## src/sebl_defines.svh

```systemverilog
`ifndef SEBL_DEFINES_SVH
`define SEBL_DEFINES_SVH
// Master clock rate and nominal serial clock rate, in hertz.
`define SEBL_MCLK_HZ 40000000
`define SEBL_SCK_HZ 1024000
// Master clock cycles per serial clock half period, rounded down.
`define SEBL_HALF_CYC (`SEBL_MCLK_HZ / (2 * `SEBL_SCK_HZ))
// Cycles waited after reset release before the boot select is taken.
`define SEBL_BOOT_SETTLE 4'h4
// Serial memory read opcode and first configuration address.
`define SEBL_OP_READ 8'h03
`define SEBL_CFG_BASE 16'h0010
// Configuration command codes.
`define SEBL_CMD_NOP 8'h00
`define SEBL_CMD_REG 8'h01
`define SEBL_CMD_FIR 8'h02
`define SEBL_CMD_IIR 8'h03
`define SEBL_CMD_ROMSEL 8'h04
`define SEBL_CMD_TBS 8'h05
`define SEBL_CMD_TBSROM 8'h06
`define SEBL_CMD_START 8'h07
// Fixed number of IIR coefficient words.
`define SEBL_IIR_WORDS 16'h0008
// Last byte index of a 24-bit data word.
`define SEBL_LAST_BYTE 2'h2
`endif

```

## src/sebl_pkg.sv

```systemverilog
package sebl_pkg;
    typedef enum logic [2:0] {
        ST_SETTLE, ST_IDLE, ST_HDR, ST_CMD, ST_WORD, ST_END, ST_DONE
    } sebl_state_t;
    typedef enum logic [2:0] {
        K_REG, K_FIRST_FIR_STAGE, K_SECOND_FIR_STAGE, K_IIR, K_ROMSEL, K_TBS, K_TBSROM, K_START
    } sebl_kind_t;
    typedef struct packed {
        sebl_kind_t kind;
        logic [15:0] index;
        logic [23:0] data;
    } sebl_item_t;
endpackage

```

## src/sebl_byte_if.sv

```systemverilog
`timescale 1ns/1ps
// One serial byte exchange between the loader and the shift engine.
interface sebl_byte_if;
    logic start;
    logic [7:0] tx;
    logic busy;
    logic done;
    logic [7:0] rx;
    modport ctl (output start, output tx, input busy, input done, input rx);
    modport eng (input start, input tx, output busy, output done, output rx);
endinterface

```

## src/sebl_top.sv

```systemverilog
// How it works
// - After reset, sample boot select; high starts reads from the serial memory.
// - Memory chip select is active low and asserted only during the read.
// - Serial clock is driven out at nominally 1.024 MHz from the master clock.
// - Serial output changes on falling clock edges, stable at the rising edge.
// - Memory changes input on falling edges; the loader samples on rising edges.
// - A read sends opcode 0x03 and a 16-bit address, then bytes stream back.
// - Serial port pins are released to high impedance whenever no read runs.
// - Configuration starts at address 0x10; locations 0x00 to 0x0F are skipped.
// - One command byte is read, then the words that command needs.
// - Commands run until filter start; after it no more memory reads happen.
// - Data words are three bytes, most significant byte first.
// - Command 0x01 takes register address and value and writes that register.
// - Command 0x02 takes two counts then first-stage then second-stage FIR words.
// - Each FIR stage count may be up to 255.
// - Command 0x03 takes exactly eight IIR words in fixed order.
// - Command 0x04 takes one word selecting built-in coefficient sets.
// - Command 0x05 takes a count and that many test pattern words.
// - Command 0x06 takes no words and selects the built-in test pattern.
// - Command 0x07 takes no words and initializes and starts the filter.
`timescale 1ns/1ps
`include "sebl_defines.svh"
module sebl_top #(
    parameter int FIFO_DEPTH = 4,
    parameter int HALF_CYC = `SEBL_HALF_CYC
) (
    input wire logic MCLK,
    input wire logic ARST_N,
    input wire logic CE,
    input wire logic BOOT_SEL,
    input wire logic MISO_I,
    output logic MOSI_O,
    output logic MOSI_OE,
    output logic CFG_SERIAL_CLOCK_O,
    output logic CFG_SERIAL_CLOCK_OE,
    output logic ROM_SELECT_N_O,
    output logic ROM_SELECT_N_OE,
    output logic CFG_VALID,
    input wire logic CFG_READY,
    output logic [2:0] CFG_KIND,
    output logic [15:0] CFG_INDEX,
    output logic [23:0] CFG_DATA,
    output logic LOADER_DONE,
    output logic FILTER_START
);
    localparam int IW = $bits(sebl_pkg::sebl_item_t);

    sebl_byte_if bif ();

    sebl_pkg::sebl_state_t state_r;
    logic [2:0] boot_s_r;
    logic boot_f_r;
    logic [2:0] miso_s_r;
    logic miso_f_r;
    logic [3:0] settle_r;
    logic [1:0] hdr_r;
    logic [1:0] byte_r;
    logic [23:0] word_r;
    logic [23:0] word_nxt;
    logic [7:0] cmd_r;
    logic [15:0] stage_r;
    logic [15:0] addr_r;
    logic [7:0] n1_r;
    logic [7:0] n2_r;
    logic [15:0] ntbs_r;
    logic req_r;
    logic start_r;
    logic [7:0] tx_r;
    logic active_r;
    logic push_r;
    sebl_pkg::sebl_item_t push_item_r;
    logic fifo_in_ready;
    logic fifo_out_valid;
    logic fifo_out_ready;
    sebl_pkg::sebl_item_t fifo_out;
    logic word_end;
    logic [15:0] fir_total;
    logic [15:0] fir_pos;
    logic pulls_bytes;

    assign bif.start = start_r;
    assign bif.tx = tx_r;
    assign word_nxt = {word_r[15:0], bif.rx};
    assign word_end = bif.done && (byte_r == `SEBL_LAST_BYTE);
    assign fir_total = 16'(n1_r) + 16'(n2_r);
    assign fir_pos = stage_r - 16'h0002;
    assign pulls_bytes = (state_r == sebl_pkg::ST_HDR) || (state_r == sebl_pkg::ST_CMD)
        || (state_r == sebl_pkg::ST_WORD);

    // Pins from outside pass three stages; a level is accepted only once
    // the last two stages agree, which rejects a single-cycle glitch.
    always_ff @(posedge MCLK or negedge ARST_N) begin
        if (!ARST_N) begin
            boot_s_r <= 3'h0;
            boot_f_r <= 1'b0;
            miso_s_r <= 3'h0;
            miso_f_r <= 1'b0;
        end else if (CE) begin
            boot_s_r <= {boot_s_r[1:0], BOOT_SEL};
            miso_s_r <= {miso_s_r[1:0], MISO_I};
            if (boot_s_r[1] == boot_s_r[2]) begin
                boot_f_r <= boot_s_r[2];
            end
            if (miso_s_r[1] == miso_s_r[2]) begin
                miso_f_r <= miso_s_r[2];
            end
        end
    end

    // Serial shift engine; the filtered input lags the pin by four cycles,
    // far less than the half period for which the memory holds its bit.
    sebl_spi_byte #(
        .HALF(HALF_CYC)
    ) u_eng (
        .clk(MCLK),
        .rst_n(ARST_N),
        .ce(CE),
        .miso(miso_f_r),
        .bif(bif),
        .sck(CFG_SERIAL_CLOCK_O),
        .mosi(MOSI_O)
    );

    // Main sequence: wait for the boot level to settle, then run one long
    // read that streams commands and data until the filter start command.
    always_ff @(posedge MCLK or negedge ARST_N) begin
        if (!ARST_N) begin
            state_r <= sebl_pkg::ST_SETTLE;
            settle_r <= 4'h0;
        end else if (CE) begin
            case (state_r)
                sebl_pkg::ST_SETTLE: begin
                    if (settle_r == `SEBL_BOOT_SETTLE) begin
                        state_r <= boot_f_r ? sebl_pkg::ST_HDR : sebl_pkg::ST_IDLE;
                    end else begin
                        settle_r <= settle_r + 4'h1;
                    end
                end
                sebl_pkg::ST_HDR: begin
                    if (bif.done && (hdr_r == 2'h2)) begin
                        state_r <= sebl_pkg::ST_CMD;
                    end
                end
                sebl_pkg::ST_CMD: begin
                    if (bif.done) begin
                        case (bif.rx)
                            `SEBL_CMD_REG, `SEBL_CMD_FIR, `SEBL_CMD_IIR,
                            `SEBL_CMD_ROMSEL, `SEBL_CMD_TBS: begin
                                state_r <= sebl_pkg::ST_WORD;
                            end
                            `SEBL_CMD_START: begin
                                state_r <= sebl_pkg::ST_END;
                            end
                            default: begin
                                state_r <= sebl_pkg::ST_CMD;
                            end
                        endcase
                    end
                end
                sebl_pkg::ST_WORD: begin
                    if (word_end) begin
                        case (cmd_r)
                            `SEBL_CMD_REG: begin
                                if (stage_r == 16'h0001) begin
                                    state_r <= sebl_pkg::ST_CMD;
                                end
                            end
                            `SEBL_CMD_FIR: begin
                                if (stage_r == 16'h0001) begin
                                    if ((16'(n1_r) + 16'(word_nxt[7:0])) == 16'h0000) begin
                                        state_r <= sebl_pkg::ST_CMD;
                                    end
                                end else if (stage_r > 16'h0001) begin
                                    if (fir_pos == fir_total - 16'h0001) begin
                                        state_r <= sebl_pkg::ST_CMD;
                                    end
                                end
                            end
                            `SEBL_CMD_IIR: begin
                                if (stage_r == `SEBL_IIR_WORDS - 16'h0001) begin
                                    state_r <= sebl_pkg::ST_CMD;
                                end
                            end
                            `SEBL_CMD_TBS: begin
                                if (stage_r == 16'h0000) begin
                                    if (word_nxt[15:0] == 16'h0000) begin
                                        state_r <= sebl_pkg::ST_CMD;
                                    end
                                end else if (stage_r == ntbs_r) begin
                                    state_r <= sebl_pkg::ST_CMD;
                                end
                            end
                            default: begin
                                state_r <= sebl_pkg::ST_CMD;
                            end
                        endcase
                    end
                end
                sebl_pkg::ST_END: begin
                    state_r <= sebl_pkg::ST_DONE;
                end
                sebl_pkg::ST_IDLE, sebl_pkg::ST_DONE: begin
                    state_r <= state_r;
                end
                default: begin
                    state_r <= sebl_pkg::ST_IDLE;
                end
            endcase
        end
    end

    // Byte and word counters, plus the counts that size each command.
    always_ff @(posedge MCLK or negedge ARST_N) begin
        if (!ARST_N) begin
            hdr_r <= 2'h0;
            byte_r <= 2'h0;
            word_r <= 24'h00_0000;
            cmd_r <= 8'h00;
            stage_r <= 16'h0000;
            addr_r <= 16'h0000;
            n1_r <= 8'h00;
            n2_r <= 8'h00;
            ntbs_r <= 16'h0000;
        end else if (CE && bif.done) begin
            if (state_r == sebl_pkg::ST_HDR) begin
                hdr_r <= hdr_r + 2'h1;
            end else if (state_r == sebl_pkg::ST_CMD) begin
                cmd_r <= bif.rx;
                byte_r <= 2'h0;
                stage_r <= 16'h0000;
            end else if (state_r == sebl_pkg::ST_WORD) begin
                word_r <= word_nxt;
                byte_r <= word_end ? 2'h0 : byte_r + 2'h1;
                if (word_end) begin
                    stage_r <= stage_r + 16'h0001;
                    if ((cmd_r == `SEBL_CMD_REG) && (stage_r == 16'h0000)) begin
                        addr_r <= word_nxt[15:0];
                    end
                    if ((cmd_r == `SEBL_CMD_FIR) && (stage_r == 16'h0000)) begin
                        n1_r <= word_nxt[7:0];
                    end
                    if ((cmd_r == `SEBL_CMD_FIR) && (stage_r == 16'h0001)) begin
                        n2_r <= word_nxt[7:0];
                    end
                    if ((cmd_r == `SEBL_CMD_TBS) && (stage_r == 16'h0000)) begin
                        ntbs_r <= word_nxt[15:0];
                    end
                end
            end
        end
    end

    // Decoded writes are queued as one item per cycle; nothing is queued
    // for counts, the register address word, or skipped codes.
    always_ff @(posedge MCLK or negedge ARST_N) begin
        if (!ARST_N) begin
            push_r <= 1'b0;
            push_item_r <= '0;
        end else if (CE) begin
            push_r <= 1'b0;
            push_item_r.data <= word_nxt;
            push_item_r.index <= stage_r;
            if (bif.done && (state_r == sebl_pkg::ST_CMD)) begin
                push_item_r.index <= 16'h0000;
                push_item_r.data <= 24'h00_0000;
                if (bif.rx == `SEBL_CMD_TBSROM) begin
                    push_r <= 1'b1;
                    push_item_r.kind <= sebl_pkg::K_TBSROM;
                end
                if (bif.rx == `SEBL_CMD_START) begin
                    push_r <= 1'b1;
                    push_item_r.kind <= sebl_pkg::K_START;
                end
            end else if (word_end && (state_r == sebl_pkg::ST_WORD)) begin
                case (cmd_r)
                    `SEBL_CMD_REG: begin
                        push_r <= (stage_r == 16'h0001);
                        push_item_r.kind <= sebl_pkg::K_REG;
                        push_item_r.index <= addr_r;
                    end
                    `SEBL_CMD_FIR: begin
                        push_r <= (stage_r > 16'h0001);
                        if (fir_pos < 16'(n1_r)) begin
                            push_item_r.kind <= sebl_pkg::K_FIRST_FIR_STAGE;
                            push_item_r.index <= fir_pos;
                        end else begin
                            push_item_r.kind <= sebl_pkg::K_SECOND_FIR_STAGE;
                            push_item_r.index <= fir_pos - 16'(n1_r);
                        end
                    end
                    `SEBL_CMD_IIR: begin
                        push_r <= 1'b1;
                        push_item_r.kind <= sebl_pkg::K_IIR;
                    end
                    `SEBL_CMD_ROMSEL: begin
                        push_r <= 1'b1;
                        push_item_r.kind <= sebl_pkg::K_ROMSEL;
                    end
                    `SEBL_CMD_TBS: begin
                        push_r <= (stage_r != 16'h0000);
                        push_item_r.kind <= sebl_pkg::K_TBS;
                        push_item_r.index <= stage_r - 16'h0001;
                    end
                    default: begin
                        push_r <= 1'b0;
                    end
                endcase
            end
        end
    end

    // A byte is started only when the queue can take whatever it yields,
    // so back-pressure stalls the serial clock instead of losing data.
    always_ff @(posedge MCLK or negedge ARST_N) begin
        if (!ARST_N) begin
            req_r <= 1'b0;
            start_r <= 1'b0;
            tx_r <= 8'h00;
        end else if (CE) begin
            start_r <= 1'b0;
            if (bif.done) begin
                req_r <= 1'b0;
            end else if (pulls_bytes && active_r && !req_r && !push_r && fifo_in_ready) begin
                req_r <= 1'b1;
                start_r <= 1'b1;
                case (hdr_r)
                    2'h0: tx_r <= `SEBL_OP_READ;
                    2'h1: tx_r <= 8'(`SEBL_CFG_BASE >> 8);
                    2'h2: tx_r <= 8'(`SEBL_CFG_BASE & 16'h00ff);
                    default: tx_r <= 8'h00;
                endcase
                if (state_r != sebl_pkg::ST_HDR) begin
                    tx_r <= 8'h00;
                end
            end
        end
    end

    // Chip select and the drivers are on only for the one read; the port
    // floats otherwise so a programmer can reach the memory in circuit.
    always_ff @(posedge MCLK or negedge ARST_N) begin
        if (!ARST_N) begin
            active_r <= 1'b0;
            ROM_SELECT_N_O <= 1'b1;
        end else if (CE) begin
            active_r <= pulls_bytes;
            ROM_SELECT_N_O <= !pulls_bytes;
        end
    end

    assign ROM_SELECT_N_OE = active_r;
    assign MOSI_OE = active_r;
    assign CFG_SERIAL_CLOCK_OE = active_r;

    sebl_fifo #(
        .WIDTH(IW),
        .DEPTH(FIFO_DEPTH)
    ) u_fifo (
        .clk(MCLK),
        .rst_n(ARST_N),
        .ce(CE),
        .in_valid(push_r),
        .in_ready(fifo_in_ready),
        .in_data(push_item_r),
        .out_valid(fifo_out_valid),
        .out_ready(fifo_out_ready),
        .out_data(fifo_out)
    );

    assign fifo_out_ready = !CFG_VALID || CFG_READY;

    // Output stage keeps every item port on a flop; it reloads in the cycle
    // the consumer takes the current item, so full rate is kept.
    always_ff @(posedge MCLK or negedge ARST_N) begin
        if (!ARST_N) begin
            CFG_VALID <= 1'b0;
            CFG_KIND <= 3'h0;
            CFG_INDEX <= 16'h0000;
            CFG_DATA <= 24'h00_0000;
            FILTER_START <= 1'b0;
        end else if (CE) begin
            FILTER_START <= CFG_VALID && CFG_READY && (CFG_KIND == 3'(sebl_pkg::K_START));
            if (fifo_out_ready) begin
                CFG_VALID <= fifo_out_valid;
                CFG_KIND <= fifo_out.kind;
                CFG_INDEX <= fifo_out.index;
                CFG_DATA <= fifo_out.data;
            end
        end
    end

    // Done once the start item has been handed over.
    always_ff @(posedge MCLK or negedge ARST_N) begin
        if (!ARST_N) begin
            LOADER_DONE <= 1'b0;
        end else if (CE && FILTER_START) begin
            LOADER_DONE <= 1'b1;
        end
    end
endmodule

```

## src/sebl_fifo.sv

```systemverilog
`timescale 1ns/1ps
module sebl_fifo #(
    parameter int WIDTH = 43,
    parameter int DEPTH = 4
) (
    input wire logic clk,
    input wire logic rst_n,
    input wire logic ce,
    input wire logic in_valid,
    output logic in_ready,
    input wire logic [WIDTH-1:0] in_data,
    output logic out_valid,
    input wire logic out_ready,
    output logic [WIDTH-1:0] out_data
);
    localparam int AW = (DEPTH > 1) ? $clog2(DEPTH) : 1;
    logic [WIDTH-1:0] mem [DEPTH];
    logic [AW-1:0] wr_r;
    logic [AW-1:0] rd_r;
    logic [AW:0] cnt_r;
    logic push;
    logic pop;

    assign in_ready = (cnt_r != (AW+1)'(DEPTH));
    assign out_valid = (cnt_r != '0);
    assign out_data = mem[rd_r];
    assign push = in_valid && in_ready;
    assign pop = out_valid && out_ready;

    // Storage has no reset; only the pointers and the count need a defined value.
    always_ff @(posedge clk) begin
        if (ce && push) begin
            mem[wr_r] <= in_data;
        end
    end

    // Pointers wrap explicitly so a depth that is not a power of two works.
    always_ff @(posedge clk or negedge rst_n) begin
        if (!rst_n) begin
            wr_r <= '0;
            rd_r <= '0;
            cnt_r <= '0;
        end else if (ce) begin
            if (push) begin
                wr_r <= (wr_r == AW'(DEPTH - 1)) ? '0 : wr_r + 1'b1;
            end
            if (pop) begin
                rd_r <= (rd_r == AW'(DEPTH - 1)) ? '0 : rd_r + 1'b1;
            end
            cnt_r <= cnt_r + (AW+1)'(push) - (AW+1)'(pop);
        end
    end
endmodule

```

## src/sebl_spi_byte.sv

```systemverilog
`timescale 1ns/1ps
`include "sebl_defines.svh"
module sebl_spi_byte #(
    parameter int HALF = `SEBL_HALF_CYC
) (
    input wire logic clk,
    input wire logic rst_n,
    input wire logic ce,
    input wire logic miso,
    sebl_byte_if.eng bif,
    output logic sck,
    output logic mosi
);
    localparam int DW = $clog2(HALF + 1);
    logic [DW-1:0] div_r;
    logic [2:0] bit_r;
    logic [7:0] sh_r;
    logic [7:0] rx_r;

    assign bif.rx = rx_r;

    // Mode 0 byte engine: data out is set up before the first rising edge,
    // input is taken on each rising edge, output moves on each falling edge but the last.
    // The clock rests low between bytes, so a stall simply stretches it.
    always_ff @(posedge clk or negedge rst_n) begin
        if (!rst_n) begin
            div_r <= '0;
            bit_r <= 3'h0;
            sh_r <= 8'h00;
            rx_r <= 8'h00;
            sck <= 1'b0;
            mosi <= 1'b0;
            bif.busy <= 1'b0;
            bif.done <= 1'b0;
        end else if (ce) begin
            bif.done <= 1'b0;
            if (!bif.busy) begin
                if (bif.start) begin
                    bif.busy <= 1'b1;
                    sh_r <= bif.tx;
                    mosi <= bif.tx[7];
                    div_r <= '0;
                    bit_r <= 3'h0;
                    sck <= 1'b0;
                end
            end else if (div_r == DW'(HALF - 1)) begin
                div_r <= '0;
                if (!sck) begin
                    sck <= 1'b1;
                    rx_r <= {rx_r[6:0], miso};
                end else begin
                    sck <= 1'b0;
                    if (bit_r == 3'h7) begin
                        bif.busy <= 1'b0;
                        bif.done <= 1'b1;
                    end else begin
                        bit_r <= bit_r + 3'h1;
                        sh_r <= {sh_r[6:0], 1'b0};
                        mosi <= sh_r[6];
                    end
                end
            end else begin
                div_r <= div_r + 1'b1;
            end
        end
    end
endmodule

```

## config.mk

```make
export PLATFORM = sky130hd
export DESIGN_NAME = sebl_top
export DESIGN_NICKNAME = d
export VERILOG_FILES = /design/src/sebl_pkg.sv /design/src/sebl_byte_if.sv /design/src/sebl_top.sv /design/src/sebl_fifo.sv /design/src/sebl_spi_byte.sv
export VERILOG_INCLUDE_DIRS = /design/src /design/src/src
export SDC_FILE = /design/constraint.sdc
export NUM_CORES = 1
export LEC_CHECK = 0
export BUFFER_PORTS_ARGS = -buffer_cell sky130_fd_sc_hd__buf_2
export CELL_PAD_IN_SITES_DETAIL_PLACEMENT = 1
export CELL_PAD_IN_SITES_GLOBAL_PLACEMENT = 2
export CORE_MARGIN = 4
export CORE_UTILIZATION = 40
export DETAILED_ROUTE_END_ITERATION = 10
export MAX_ROUTING_LAYER = met4
export PLACE_DENSITY_LB_ADDON = 0.1
export SLEW_MARGIN = 20
export SYNTH_ARGS = -nofsm -noshare
export SYNTH_HDL_FRONTEND = slang
export SYNTH_SLANG_ARGS = --single-unit
export TNS_END_PERCENT = 100
```

## constraint.sdc

```tcl
create_clock -name MCLK -period 3.4 [get_ports MCLK]
set_clock_uncertainty 0.15 [all_clocks]
set_input_delay 0.51 -clock MCLK [delete_from_list [all_inputs] [get_ports MCLK]]
set_output_delay 0.51 -clock MCLK [all_outputs]
set_load 0.02 [all_outputs]
```

== Word-level counts from Yosys, hierarchy flattened ==
Memory sizes are Yosys's and may differ from the RTL's. A register that Yosys moved wholly into a read port is not among the register bits.
Cells that the tools add are included.

* Memories: 1
* Input port bits: 6
* Output and inout bits: 52
* Bits in writable memories: 172
* Flip-flop bits (word level): 200

* Reductions and logical operators: 66
* Mux-type cells: 77
* $lt $le $gt $ge: 2
* Equal/unequal tests: 49
* Bitwise gates (word level): 6
* Add/sub/neg operators: 16

{| class="wikitable"
|+ Memory list
! name !! depth !! width !! rd ports !! clocked after Yosys merged registers in !! write ports !! RTL line !! source
|-
| u_fifo.mem || 4 || 43 || 1 || 1 || 1 || sebl_fifo.sv:17 || <nowiki>logic [WIDTH-1:0] mem [DEPTH];</nowiki>
|}

{| class="wikitable"
|+ Operators with widths
! kind !! count
|-
| two-way mux 3 bit || 20
|-
| == test 8 x 3 -> 1 bit (second input constant) || 6
|-
| logical NOT 16 bit || 3
|-
| two-way mux 16 bit || 3
|-
| case mux 16 bit (3 select lines) || 1
|-
| two-way mux 19 bit || 2
|-
| two-way mux 7 bit || 5
|-
| == test 16 bit || 2
|-
| == test 8 x 2 -> 1 bit (second input constant) || 4
|-
| two-way mux 1 bit || 28
|-
| two-way mux 24 bit || 1
|-
| AND reduction 6 bit || 4
|-
| logical AND 1 bit || 19
|-
| adder 8 x 8 -> 9 bit || 2
|-
| two-way mux 18 bit || 1
|-
| case mux 3 bit (6 select lines) || 1
|-
| adder 16 x 1 -> 16 bit (second input constant) || 1
|-
| == test 16 x 1 -> 1 bit (second input constant) || 1
|-
| == test 16 x 3 -> 1 bit (second input constant) || 1
|-
| == test 8 x 1 -> 1 bit (second input constant) || 2
|-
| > comparator 16 x 1 -> 1 bit (second input constant) || 1
|-
| < comparator 16 x 8 -> 1 bit || 1
|-
| AND reduction 2 bit || 8
|-
| AND reduction 4 bit || 4
|-
| 47 further kinds || 95
|}

== Logic depth before layout (Yosys ltp) ==
Gate-level depths: netlist of the first run.

* Depth in word-level cells: 9
* Gate-level depth with buffers: 14
* Mapped depth without buffers: 14

== Cells and area by module ==
From an unflattened synthesis of the first run, not the netlist that was laid out.

* Cells, all modules: 1472
* Area, all modules: 19222.2 um2

{| class="wikitable"
|+ By module, submodules not included
! module !! instances !! cells an instance !! area each (um2) !! seq. area each (um2)
|-
| sebl_top || 1 || 1094 || 11213.3 || 5081.1
|-
| sebl_fifo || 1 || 269 || 6680.2 || 5340.1
|-
| sebl_spi_byte || 1 || 109 || 1328.8 || 675.6
|}

== Least setup slack after synthesis of the first run ==
OpenSTA, ideal clock, no wires.

* Kind: register to register
* From: register stage_r[1]
* To: register push_item_r[28] in the netlist's numbering
* Required time: 3.127 ns
* Data arrival time: 3.217 ns
* Cell stages (with the launch flop): 15
* Setup slack: -0.090 ns
* Period minus slack after synthesis: 3.490 ns
* Path through: dfrtp_1 > buf_2 > inv_1 > ha_1 > nand2_1 > xnor2_1 > ha_1 > and3_1 > a211oi_1 > nand3_1 > or3_1 > buf_2 > mux2_2 > a21oi_1 > a21oi_1

* Longest elaborated chain between the ends: 6

{| class="wikitable"
|+ Ends and longest elaborated chain
! what !! RTL line !! source
|-
| start, declared || sebl_top.sv:61 || <nowiki>logic [15:0] stage_r;</nowiki>
|-
| start signal, assigned || sebl_top.sv:235 || <nowiki>stage_r <= stage_r + 16'h0001;</nowiki>
|-
| subtractor 16 x 2 -> 16 bit || sebl_top.sv:86 || <nowiki>assign fir_pos = stage_r - 16'h0002;</nowiki>
|-
| subtractor 16 x 8 -> 16 bit or < comparator 16 x 8 -> 1 bit (tied branches) || sebl_top.sv:288, sebl_top.sv:283 ||
|-
| two-way mux 18 bit || sebl_top.sv:283 || <nowiki>if (fir_pos < 16'(n1_r)) begin</nowiki>
|-
| case mux 16 bit (3 select lines) (*) || sebl_top.sv:275 || <nowiki>case (cmd_r)</nowiki>
|-
| two-way mux 19 bit (*) || sebl_top.sv:274 || <nowiki>end else if (word_end && (state_r == sebl_pkg::ST_WORD)) begin</nowiki>
|-
| two-way mux 19 bit (*) || sebl_top.sv:263 || <nowiki>if (bif.done && (state_r == sebl_pkg::ST_CMD)) begin</nowiki>
|-
| end, declared || sebl_top.sv:71 || <nowiki>sebl_pkg::sebl_item_t push_item_r;</nowiki>
|}

Every way passes the cells marked *; elsewhere a longest branch is shown, timed or not. The select of a mux whose other input is x is not followed.
A chain may end at the register's enable or synchronous reset.

== Worst setup path in the final report of the first run ==
* From: register n1_r[4]
* To: register state_r[0]

* Longest elaborated chain between the ends: 5

{| class="wikitable"
|+ Ends and longest elaborated chain
! what !! RTL line !! source
|-
| start, declared || sebl_top.sv:63 || <nowiki>logic [7:0] n1_r;</nowiki>
|-
| start signal, assigned || sebl_top.sv:240 || <nowiki>n1_r <= word_nxt[7:0];</nowiki>
|-
| adder 8 x 8 -> 9 bit || sebl_top.sv:85 || <nowiki>assign fir_total = 16'(n1_r) + 16'(n2_r);</nowiki>
|-
| subtractor 9 x 1 -> 10 bit || sebl_top.sv:174 || <nowiki>if (fir_pos == fir_total - 16'h0001) begin</nowiki>
|-
| == test 16 bit || sebl_top.sv:174 ||
|-
| != test 4 x 3 -> 1 bit (no line) || -- ||
|-
| AND reduction 13 bit (no line) (*) || -- ||
|-
| end signal, assigned || sebl_top.sv:171 || <nowiki>state_r <= sebl_pkg::ST_CMD;</nowiki>
|-
| end signal, assigned || sebl_top.sv:175 || <nowiki>state_r <= sebl_pkg::ST_CMD;</nowiki>
|-
| end signal, assigned || sebl_top.sv:181 || <nowiki>state_r <= sebl_pkg::ST_CMD;</nowiki>
|-
| end, declared || sebl_top.sv:50 || <nowiki>sebl_pkg::sebl_state_t state_r;</nowiki>
|}

Every way passes the cells marked *; elsewhere a longest branch is shown, timed or not.

==> results of run 1 <==
## power by group
part / internal, uW / switching (uW) / total, uW
combinational: 658 / 815 / 1470
sequential: 5380 / 300 / 5680
clock: 2870 / 2000 / 4870
total: 8910 / 3120 / 12000
## timing repair
| action | CTS | global route |
|---|---|---|
| hold endpoints to repair | 48 | 0 |
| endpoints found under the setup margin | 7 | 18 |
| buffers inserted | 0 | 7 |
| pin swaps | 0 | 18 |
| hold buffers | 3 | 0 |
| gates cloned | 0 | 0 |
| resized for setup | 2 | 36 |
## final cells by class
class | instances | area [sq um]
Clock buffer | 65 | 1251
Sequential cell | 409 | 11100
Clock inverter | 18 | 219.0
Fill cell | 4750 | 24240
Inverter | 63 | 236.5
Multi-Input combinational cell | 881 | 7528
Tap cell | 607 | 759.5
Timing Repair Buffer | 188 | 1419
## sequential cells by signal, indices dropped and copies added, names as in the netlist, 3 cells and up
signal	count
u_fifo.mem	172
push_item_r	43
CFG_DATA	24
CFG_INDEX	16
addr_r	16
ntbs_r	16
stage_r	16
word_r	16
cmd_r	8
n1_r	8
n2_r	8
u_eng.bif.rx	8
u_eng.sh_r	7
u_eng.div_r	5
settle_r	4
CFG_KIND	3
boot_s_r	3
miso_s_r	3
state_r	3
u_eng.bit_r	3
u_fifo.cnt_r	3
## worst max-delay path: stages, from the launching register on
cell	delay (ns)
dfrtp_1	0.37
buf_4	0.13
buf_4	0.12
ha_1	0.16
or4_1	0.45
nor4b_1	0.27
nand4_1	0.25
mux2i_1	0.20
o211ai_1	0.10
buf_4	0.17
a2111oi_4	0.30
buf_4	0.20
nor2_4	0.05
a221oi_2	0.23
## cell usage after synthesis, drive strengths merged, types with 14 or more instances
master,number
o21ai,74
mux2,122
nand4,14
o2bb2ai,30
nand2,127
edfxtp,172
xnor2,34
nor3,22
nor2,64
a21oi,29
nand2b,15
dfrtp,236
ha,54
clkbuf,49
buf,34
nand3,25
mux4,43
and3,14
xor2,46
inv,63
## final timing paths
path	startpoint	to	slack, ns	cells after the start
worst max-delay path	n1_r[4]	state_r[0]	0.14	13
worst min-delay path	CE	byte_r[0]	0.30	3
worst max register to register	n1_r[4]	state_r[0]	0.14	13
worst min register to register	LOADER_DONE	LOADER_DONE	0.31	1
max in group asynchronous	ARST_N	ntbs_r[3]	2.00	3
min in group asynchronous	ARST_N	push_item_r[9]	0.31	2
## per-stage QoR
step,cell area (sq um),hold WS (ns),TNS (ns),std cells
final,22520,0.2982,0,2231
after global routing,22520,0.3118,-0.1241,2231
after CTS,22300,0.2529,0,2224
after detailed placement,20790,0.2989,-0.02694,2138
after global placement,20790,0.2892,0,2138
after floorplan,19050,0.06441,0,1436
## cells by family after synthesis
| group | share of synthesized area |
|---|---|
| flip-flops | 0.5835 |
| AND/OR/NAND/NOR | 0.09243 |
| AO/OA/AOI/OAI | 0.08158 |
| multiplexers | 0.1284 |
| buffers and inverters | 0.03118 |
| XOR/XNOR | 0.04316 |
| adder cells (fa/ha/maj) | 0.03974 |
## routing by layer
layer | routed length, um | global-route usage | vias up
li1 | - | - | 5568
met1 | 24670 | 0.3018 | 6362
met2 | 24270 | 0.3315 | 202
met3 | 1754 | 0.02665 | 61
met4 | 1053 | 0.04969 | 0
met5 | 0 | - | -
## layout by cell type (no fill, tap or decap), types with 8 or more instances in the layout
| master | Yosys | final |
|---|---|---|
| o2bb2ai_1 | 30 | 30 |
| a21oi_1 | 29 | 27 |
| dfrtp_1 | 236 | 231 |
| ha_1 | 54 | 47 |
| nand2_1 | 127 | 125 |
| xnor2_1 | 32 | 30 |
| clkbuf_1 | 48 | 15 |
| nand2b_1 | 15 | 15 |
| nand3_1 | 25 | 24 |
| buf_2 | 17 | 56 |
| nor4_1 | 8 | 8 |
| clkbuf_16 | 0 | 45 |
| and3_1 | 14 | 10 |
| nand4_1 | 12 | 12 |
| nor2_1 | 61 | 60 |
| xor2_1 | 46 | 44 |
| o21ai_0 | 73 | 73 |
| mux2i_1 | 10 | 9 |
| o211ai_1 | 11 | 11 |
| mux4_2 | 43 | 43 |
| inv_1 | 63 | 55 |
| mux2_2 | 122 | 122 |
| nor3_1 | 19 | 19 |
| buf_12 | 0 | 10 |
| edfxtp_1 | 172 | 172 |
| buf_4 | 4 | 116 |
==> impl_metrics.yaml, run 1 <==
status:
  outcome: "complete, no violations"
logic_synthesis:
  synthDistinctLibCells: 82
  synth-seq-area-share: 0.5835
  yosys.area.top_type: "dfrtp_1"
  ys_ff_latch: 409
  synthFlopType: "dfrtp_1"
  syn-cell-area_sq_um: 19020
  synth_area_per_cell_sq_um: 13.24
  async_flop_share: 0.5795
  yosys-top-cells-area: "dfrtp_1 31%, edfxtp_1 27%, mux2_2 7.2%"
  ys_warn_count: 0
  syn_inst: 1436
  synth_top_area_frac: 0.3105
  synth_enable_flop_cells: 172
  synth_nets: 1500
drt:
  drtAntennaViolNets: 0
  dr.pass1.iters: 5
  routedWlPerCell_um: 23.19
  drt_iter0_markers: 801
  wl_um: 51740
  vias: 12193
  vias_per_cell: 5.465
  drc: 0
sta:
  hold_viol: 0
  rsz0062_at_grt: "yes"
  final_max_slew_viol_count: 0
  fin_crit_sh: 0.9586
  max_freq_mhz: 306.8
  finalWorstSetupSlack_ns: 0.1409
  fin_crit_ns: 3.259
  worst_pin_slew_ns: 1.055
  setup_viol: 0
  max_slew_margin: 0.2942
floorplan:
  dieArea_sq_um: 51100
  ios: 58
  die-height_um: 226.1
  fp.coreArea_sq_um: 46750
  start_util: 0.4068
  die_x_um: 226.1
  row_count: 79
worst_setup_path:
  crit_fanout: 3
  path_class: "reg -> reg"
  critical_path_arrival_ns: 3.59
  end_kind: "register"
  critPathRequiredTime_ns: 3.73
  worst_setup_path_start_kind: "register"
placement:
  io_buffers: 57
  hpwlAfterDp_um: 36220
  gp_congestion: 0.9024
  pre_cts_slack_ns: -0.02694
clocking:
  ctsHtreeMaxLevel: 2
  cts_root_buffer: "clkbuf_16"
  cts_buffers: 45
  cts_sinks: 409
  clkTransAtPathRegs_ns: 0.05
  clk_latency_ns: 0.57
  clockBufferDepth: 3
  cts_tree: "built"
power_and_ir_drop:
  vdd_drop_max_v: 0.0004543
  p_total_uw: 12030
  p_per_area_nw_per_um2: 534.1
  leakagePower_uw: 0.009680
cells_and_area:
  n_antenna_cell: 0
  final_layout_size_suffix_gt1_frac: 0.2931
  final_core_util: 0.4816
  nNetsFinal: 1652
  syn_to_final_growth_pct: 18.39
global_route:
  antenna_found_initial: 1
  grt_overflow: 0
  grt_max_degree: 70
  grt_pass1_vias: 13007
  grt_pass1_wl_um: 81120
  grt_use_total: 0.2128
min_path:
  min_path_type: "in -> reg"
job:
  drv_cap: 0
Note: power is estimated with default switching activity, not from simulation.
==> run 2: changes to the inputs <==
--- a/config.mk
+++ b/config.mk
@@ -10,7 +10,7 @@
 export CELL_PAD_IN_SITES_DETAIL_PLACEMENT = 1
 export CELL_PAD_IN_SITES_GLOBAL_PLACEMENT = 2
 export CORE_MARGIN = 4
-export CORE_UTILIZATION = 40
+export CORE_UTILIZATION = 45
 export DETAILED_ROUTE_END_ITERATION = 10
 export MAX_ROUTING_LAYER = met4
 export PLACE_DENSITY_LB_ADDON = 0.1
==> constraint.sdc (replaced) <==
create_clock -name MCLK -period 3.42 [get_ports MCLK]
set_clock_uncertainty 0.15 [all_clocks]
set_input_delay 0.513 -clock MCLK [delete_from_list [all_inputs] [get_ports MCLK]]
set_output_delay 0.513 -clock MCLK [all_outputs]
set_load 0.02 [all_outputs]
==> run 2 against run 1 <==
Total power shrank 0.64%. Combinational power rose by 3%. Design area fell by 1.1%. Hold slack worse by 0.26 ns. Critical path depth is 2 lower. Critical endpoint is now push_item_r[28].
==> impl_metrics.yaml, run 2 (synthesis gave the netlist of run 1 again) <==
status:
  outcome: "complete, no violations"
placement:
  post-place-cells: 2054
  pre_cts_slack_ns: -0.09168
  placed_cell_area_sq_um: 20560
  io_buffers: 57
  hpwlAfterDp_um: 34640
  gp_congestion: 0.9389
floorplan:
  ios: 58
  row_count: 75
  die-height_um: 213.6
  die_x_um: 213.6
  start_util: 0.4544
  dieArea_sq_um: 45620
  fp.coreArea_sq_um: 41850
global_route:
  antenna_found_initial: 1
  grt_pass1_wl_um: 78670
  grt_overflow: 0
  grt_max_degree: 75
  grt_pass1_vias: 12947
  grt_use_total: 0.2326
worst_setup_path:
  rr_endpoint: "push_item_r[28]"
  rr_startpoint: "stage_r[5]"
  regToRegSetupSlack_ns: 0.09
  end_kind: "register"
  worst_setup_path_start_kind: "register"
  critical_path_arrival_ns: 3.64
  path_class: "reg -> reg"
  crit_fanout: 9
  rr_worst_depth: 11
  critPathRequiredTime_ns: 3.73
drt:
  drt_iter0_markers: 638
  drc: 0
  vias: 12110
  routedWlPerCell_um: 23.44
  wl_um: 50290
  drtAntennaViolNets: 0
  vias_per_cell: 5.646
  dr.pass1.iters: 5
cells_and_area:
  nNetsFinal: 1634
  stdcell_area_sq_um: 22260
  n_antenna_cell: 0
  final_layout_size_suffix_gt1_frac: 0.2902
  syn_to_final_growth_pct: 17.06
  final_common_cell: "dfrtp_1"
  largest_reg_flops: 172
  regMostFlops: "u_fifo.mem"
  top_regs: "u_fifo.mem (172), push_item_r (43), CFG_DATA (24)"
  instances_no_fill: 2145
  layout_common_cells: "233 x dfrtp_1, 172 x edfxtp_1, 126 x nand2_1"
power_and_ir_drop:
  p_per_area_nw_per_um2: 536.7
  clockPowerShare: 0.405
  p_sw_frac: 0.2602
  comb_power_share: 0.127
  vdd_drop_max_v: 0.0004115
  p_switching_uw: 3110
  p_int_uw: 8840
  leakagePower_uw: 0.009606
  seq_power_share: 0.467
min_path:
  min_path_type: "in -> reg"
  min_from: "BOOT_SEL"
  hold_path_depth: 2
  whs_endpoint: "boot_s_r[0]"
clocking:
  cts_root_buffer: "clkbuf_16"
  cts_sinks: 409
  cts_buffers: 45
  clkTransAtPathRegs_ns: 0.06
  cts_tree: "built"
  ctsHtreeMaxLevel: 2
  clockBufferDepth: 3
  clk_latency_ns: 0.58
sta:
  rsz0062_at_grt: "yes"
  holdWs_ns: 0.03895
  final_max_slew_viol_count: 0
  hold_viol: 0
  max_freq_mhz: 300.3
  fin_crit_ns: 3.330
  finalWorstSetupSlack_ns: 0.09040
  worst_pin_slew_ns: 1.094
  setup_viol: 0
  max_slew_margin: 0.2681
  fin_crit_sh: 0.9736
  setup_tns_ns: 0
job:
  drv_cap: 0
run 2: cell types whose count changed in the layout (fill, tap and decap cells not counted), moves of 2 or more:
cell	delta
dfrtp_2	-2
clkbuf_1	-11
dfrtp_1	+2
ha_4	-2
o22ai_2	+2
clkinvlp_4	+6
o22ai_1	-2
clkinv_2	+3
ha_1	+2
buf_4	-13
clkinv_1	+2
clkbuf_8	-2
buf_12	-2
buf_6	-2
run 2: layer usage:
layer / up-vias / part of all wire / GRT usage
li1: 5541 / - / -
met1: 6284 / 0.47 / 0.3283
met2: 216 / 0.47 / 0.3561
met3: 69 / 0.033 / 0.03394
met4: 0 / 0.028 / 0.06665
met5: - / 0 / -
run 2: power by group through the flow:
stage | Sequential (uW) | Clock, uW | Combinational [uW]
6_report | 5590 | 4840 | 1520
2_1_floorplan | 5730 | 0 | 955
5_1_grt | 5630 | 5200 | 1690
3_5_place_dp | 5680 | 0 | 1550
3_3_place_gp | 5660 | 0 | 1510
4_1_cts | 5590 | 4980 | 1570
run 2: final cells by class:
cell class,instances,area [sq um]
Fill cell,4148,19590
Sequential cell,409,11100
Multi-Input combinational cell,881,7518
Timing Repair Buffer,170,1249
Clock buffer,53,1207
Tap cell,539,674.4
Clock inverter,30,274.0
Inverter,63,239.0
run 2: worst max path at each step:
stage	from	endpoint	slack (ns)	cells after the start
6_report	stage_r[5]	push_item_r[28]	0.09	11
5_1_grt	n1_r[1]	state_r[0]	-0.08	16
4_1_cts	stage_r[1]	push_item_r[38]	0.02	13
3_5_place_dp	stage_r[3]	push_item_r[28]	-0.09	11
3_3_place_gp	n1_r[1]	state_r[1]	-0.01	14
2_1_floorplan	stage_r[5]	push_item_r[28]	0.05	13
run 2: repair_timing:
| item | 4_1_cts | 5_1_grt |
|---|---|---|
| resized for setup | 5 | 31 |
| pin swaps | 2 | 13 |
| endpoints found under the hold margin | 63 | 0 |
| hold buffers | 2 | 0 |
| buffers inserted | 1 | 5 |
| endpoints found under the setup margin | 13 | 19 |
run 2: critical path: stages (launching register included):
cell and delay, ns:
dfrtp_1 0.46, nor4_4 0.32, nand2_1 0.17, xnor2_2 0.21, ha_1 0.27, and3_1 0.18, a211oi_2 0.27, nand3_1 0.21
or3_4 0.46, mux2_2 0.31, a21oi_1 0.15, a21oi_1 0.05
run 2: per-stage QoR:
stage | power (uW) | util
after floorplan | 6681 | -
after global placement | 7177 | 0.4913
after detailed placement | 7230 | 0.4913
after CTS | 12140 | 0.5279
after global routing | 12520 | 0.5319
final | 11950 | 0.5319
==> run 3: changes to the inputs <==
--- a/config.mk
+++ b/config.mk
@@ -12,6 +12,7 @@
 export CORE_MARGIN = 4
 export CORE_UTILIZATION = 45
 export DETAILED_ROUTE_END_ITERATION = 10
+export GPL_TIMING_DRIVEN = 0
 export MAX_ROUTING_LAYER = met4
 export PLACE_DENSITY_LB_ADDON = 0.1
 export SLEW_MARGIN = 20
==> run 3 against run 2 <==
Highest routed layer unchanged. Critical path type unchanged. Via count up 2.6%. Setup slack got worse by 0.20 ns. Core utilization increased by 1.2 points. Register-to-register slack lost 0.20 ns. The flow now finishes with violations (negative setup slack). Design area rose by 2.2%.
==> impl_metrics.yaml, run 3 (synthesis gave the netlist of run 1 again) <==
status:
  outcome: "complete, but fails checks"
  violations: "negative setup slack"
drt:
  dr.pass1.iters: 4
  vias: 12427
  wl_um: 53470
  routedWlPerCell_um: 24.53
  drc: 0
  vias_per_cell: 5.700
  drtAntennaViolNets: 0
  drt_iter0_markers: 828
global_route:
  grtUsageMet3: 0.03833
  use_met2: 0.3926
  grt_pass1_wl_um: 81920
  grt_use_total: 0.2446
  top_usage_layer: "met2"
  grtUsageMet1: 0.3244
  antenna_found_initial: 0
  grt_max_degree: 87
  grt_pass1_vias: 12975
  grt_overflow: 0
floorplan:
  row_count: 75
  start_util: 0.4544
  dieArea_sq_um: 45620
  fp.coreArea_sq_um: 41850
  die_x_um: 213.6
  die-height_um: 213.6
  ios: 58
cells_and_area:
  final_layout_size_suffix_gt1_frac: 0.2931
  top_regs: "u_fifo.mem (172), push_item_r (43), CFG_DATA (24)"
  final_common_cell: "dfrtp_1"
  seq_area_sq_um: 11100
  final_core_util: 0.5436
  stdcell_area_sq_um: 22750
  fill_cells: 4165
  n_antenna_cell: 0
  nNetsFinal: 1668
  layout_common_cells: "233 x dfrtp_1, 172 x edfxtp_1, 124 x nand2_1"
  syn_to_final_growth_pct: 19.62
  multi_input_area_sq_um: 7933
  largest_reg_flops: 172
  instances_no_fill: 2180
  regMostFlops: "u_fifo.mem"
clocking:
  clockBufferDepth: 3
  clkTransAtPathRegs_ns: 0.06
  cts_sinks: 409
  ctsHtreeMaxLevel: 2
  cts_tree: "built"
  clk_latency_ns: 0.57
  cts_root_buffer: "clkbuf_16"
  cts_buffers: 45
worst_setup_path:
  path_buf_inv: 3
  end_kind: "register"
  crit_fanout: 4
  worst_setup_path_start_kind: "register"
  rr_startpoint: "stage_r[2]"
  critical_path_arrival_ns: 3.81
  path_class: "reg -> reg"
  regToRegSetupSlack_ns: -0.11
  rr_endpoint: "push_item_r[35]"
  slowest_stage: "dfrtp_1"
  cpLargestDelayFamily: "compound AO/OA/AOI/OAI gates"
  rr_worst_depth: 14
  slowest_delay_ns: 0.37
  critPathRequiredTime_ns: 3.70
  crit_chain: "buf_8 > clkinvlp_4 > ha_4 > nor3b_2 > xor2_1 > ha_2 > and3_4 > a211oi_4 > nand3_2 > buf_6 > o311ai_4 > nand2b_4 > mux2i_4 > o221ai_2"
sta:
  setup_viol: 6
  finalWorstSetupSlack_ns: -0.1074
  setup_tns_ns: -0.3563
  max_freq_mhz: 283.5
  worst_pin_slew_ns: 0.9946
  final_max_slew_viol_count: 0
  hold_viol: 0
  max_slew_margin: 0.3369
  rsz0062_at_grt: "yes"
  fin_crit_ns: 3.527
  fin_crit_sh: 1.031
min_path:
  hold_path_depth: 2
  whs_endpoint: "boot_s_r[0]"
  min_from: "BOOT_SEL"
  min_path_type: "in -> reg"
placement:
  placed_cell_area_sq_um: 20100
  gp_congestion: 0.9691
  io_buffers: 56
  post-place-cells: 2033
  hpwlAfterDp_um: 36550
job:
  drv_cap: 0
power_and_ir_drop:
  vdd_drop_max_v: 0.0003709
  p_total_uw: 11970
  p_per_area_nw_per_um2: 526.2
  leakagePower_uw: 0.009660
==> run 3: cell types whose count changed in the layout (fill, tap and decap cells not counted), sizes merged <==
cell,before,now
buf,168,153
clkbuf,53,108
clkinv,20,18
clkinvlp,6,2
inv,63,64
==> run 3: per-layer routing <==
| layer | share of wire | up-vias |
|---|---|---|
| met4 | 0.035 | 0 |
| met1 | 0.44 | 6464 |
| li1 | - | 5615 |
| met2 | 0.48 | 265 |
| met3 | 0.045 | 83 |
| met5 | 0 | - |
==> run 3: through the flow <==
step                      setup slack, ns  hold slack (ns)
after floorplan                   0.05383          0.06741
final                             -0.1074          0.03711
after CTS                        -0.02401         0.008450
after global routing              -0.1929          0.01933
after detailed placement           -1.085           0.2897
after global placement             -2.858           0.2862
==> run 3: worst max-delay path by stage <==
stage / startpoint / end / slack [ns] / depth (start not counted)
floorplan: stage_r[5] / push_item_r[28] / 0.05 / 13
global placement: ARST_N / stage_r[4] / -2.86 / 1
global route: stage_r[2] / push_item_r[35] / -0.19 / 14
CTS: stage_r[2] / push_item_r[35] / -0.02 / 14
detailed placement: stage_r[1] / push_item_r[35] / -1.08 / 13
finish: stage_r[2] / push_item_r[35] / -0.11 / 14
==> run 3: what timing repair did <==
action | in CTS | in global routing
gates cloned | 1 | 0
resized for setup | 92 | 47
setup buffers | 34 | 27
endpoints found under the hold margin | 68 | 0
pin swaps | 24 | 37
hold buffers | 2 | 0
endpoints found under the setup margin | 37 | 49
==> run 3: where the power goes <==
part | switching [uW] | internal, uW
Clock | 1980 | 2850
Sequential | 230 | 5350
Combinational | 917 | 642
==> run 3: area by class of cell <==
class,instances,share of cell area
repair buffers,122,0.03844
well taps,539,0.02964
multi-input cells,881,0.3487
clock buffers,59,0.05406
flip-flops and latches,409,0.4880
plain buffers,82,0.01903
clock inverters,25,0.01105
inverters,63,0.01111
==> run 3: worst register-to-register path: cells and delay by family, from the launching register on <==
kind | cells | cell delay (ns)
adder cells (fa/ha/maj) | 2 | 0.45
multiplexers | 1 | 0.30
buffers and inverters | 3 | 0.46
AND/OR/NAND/NOR | 4 | 0.67
AO/OA/AOI/OAI | 3 | 0.78
flip-flops | 1 | 0.37
XOR/XNOR | 1 | 0.18
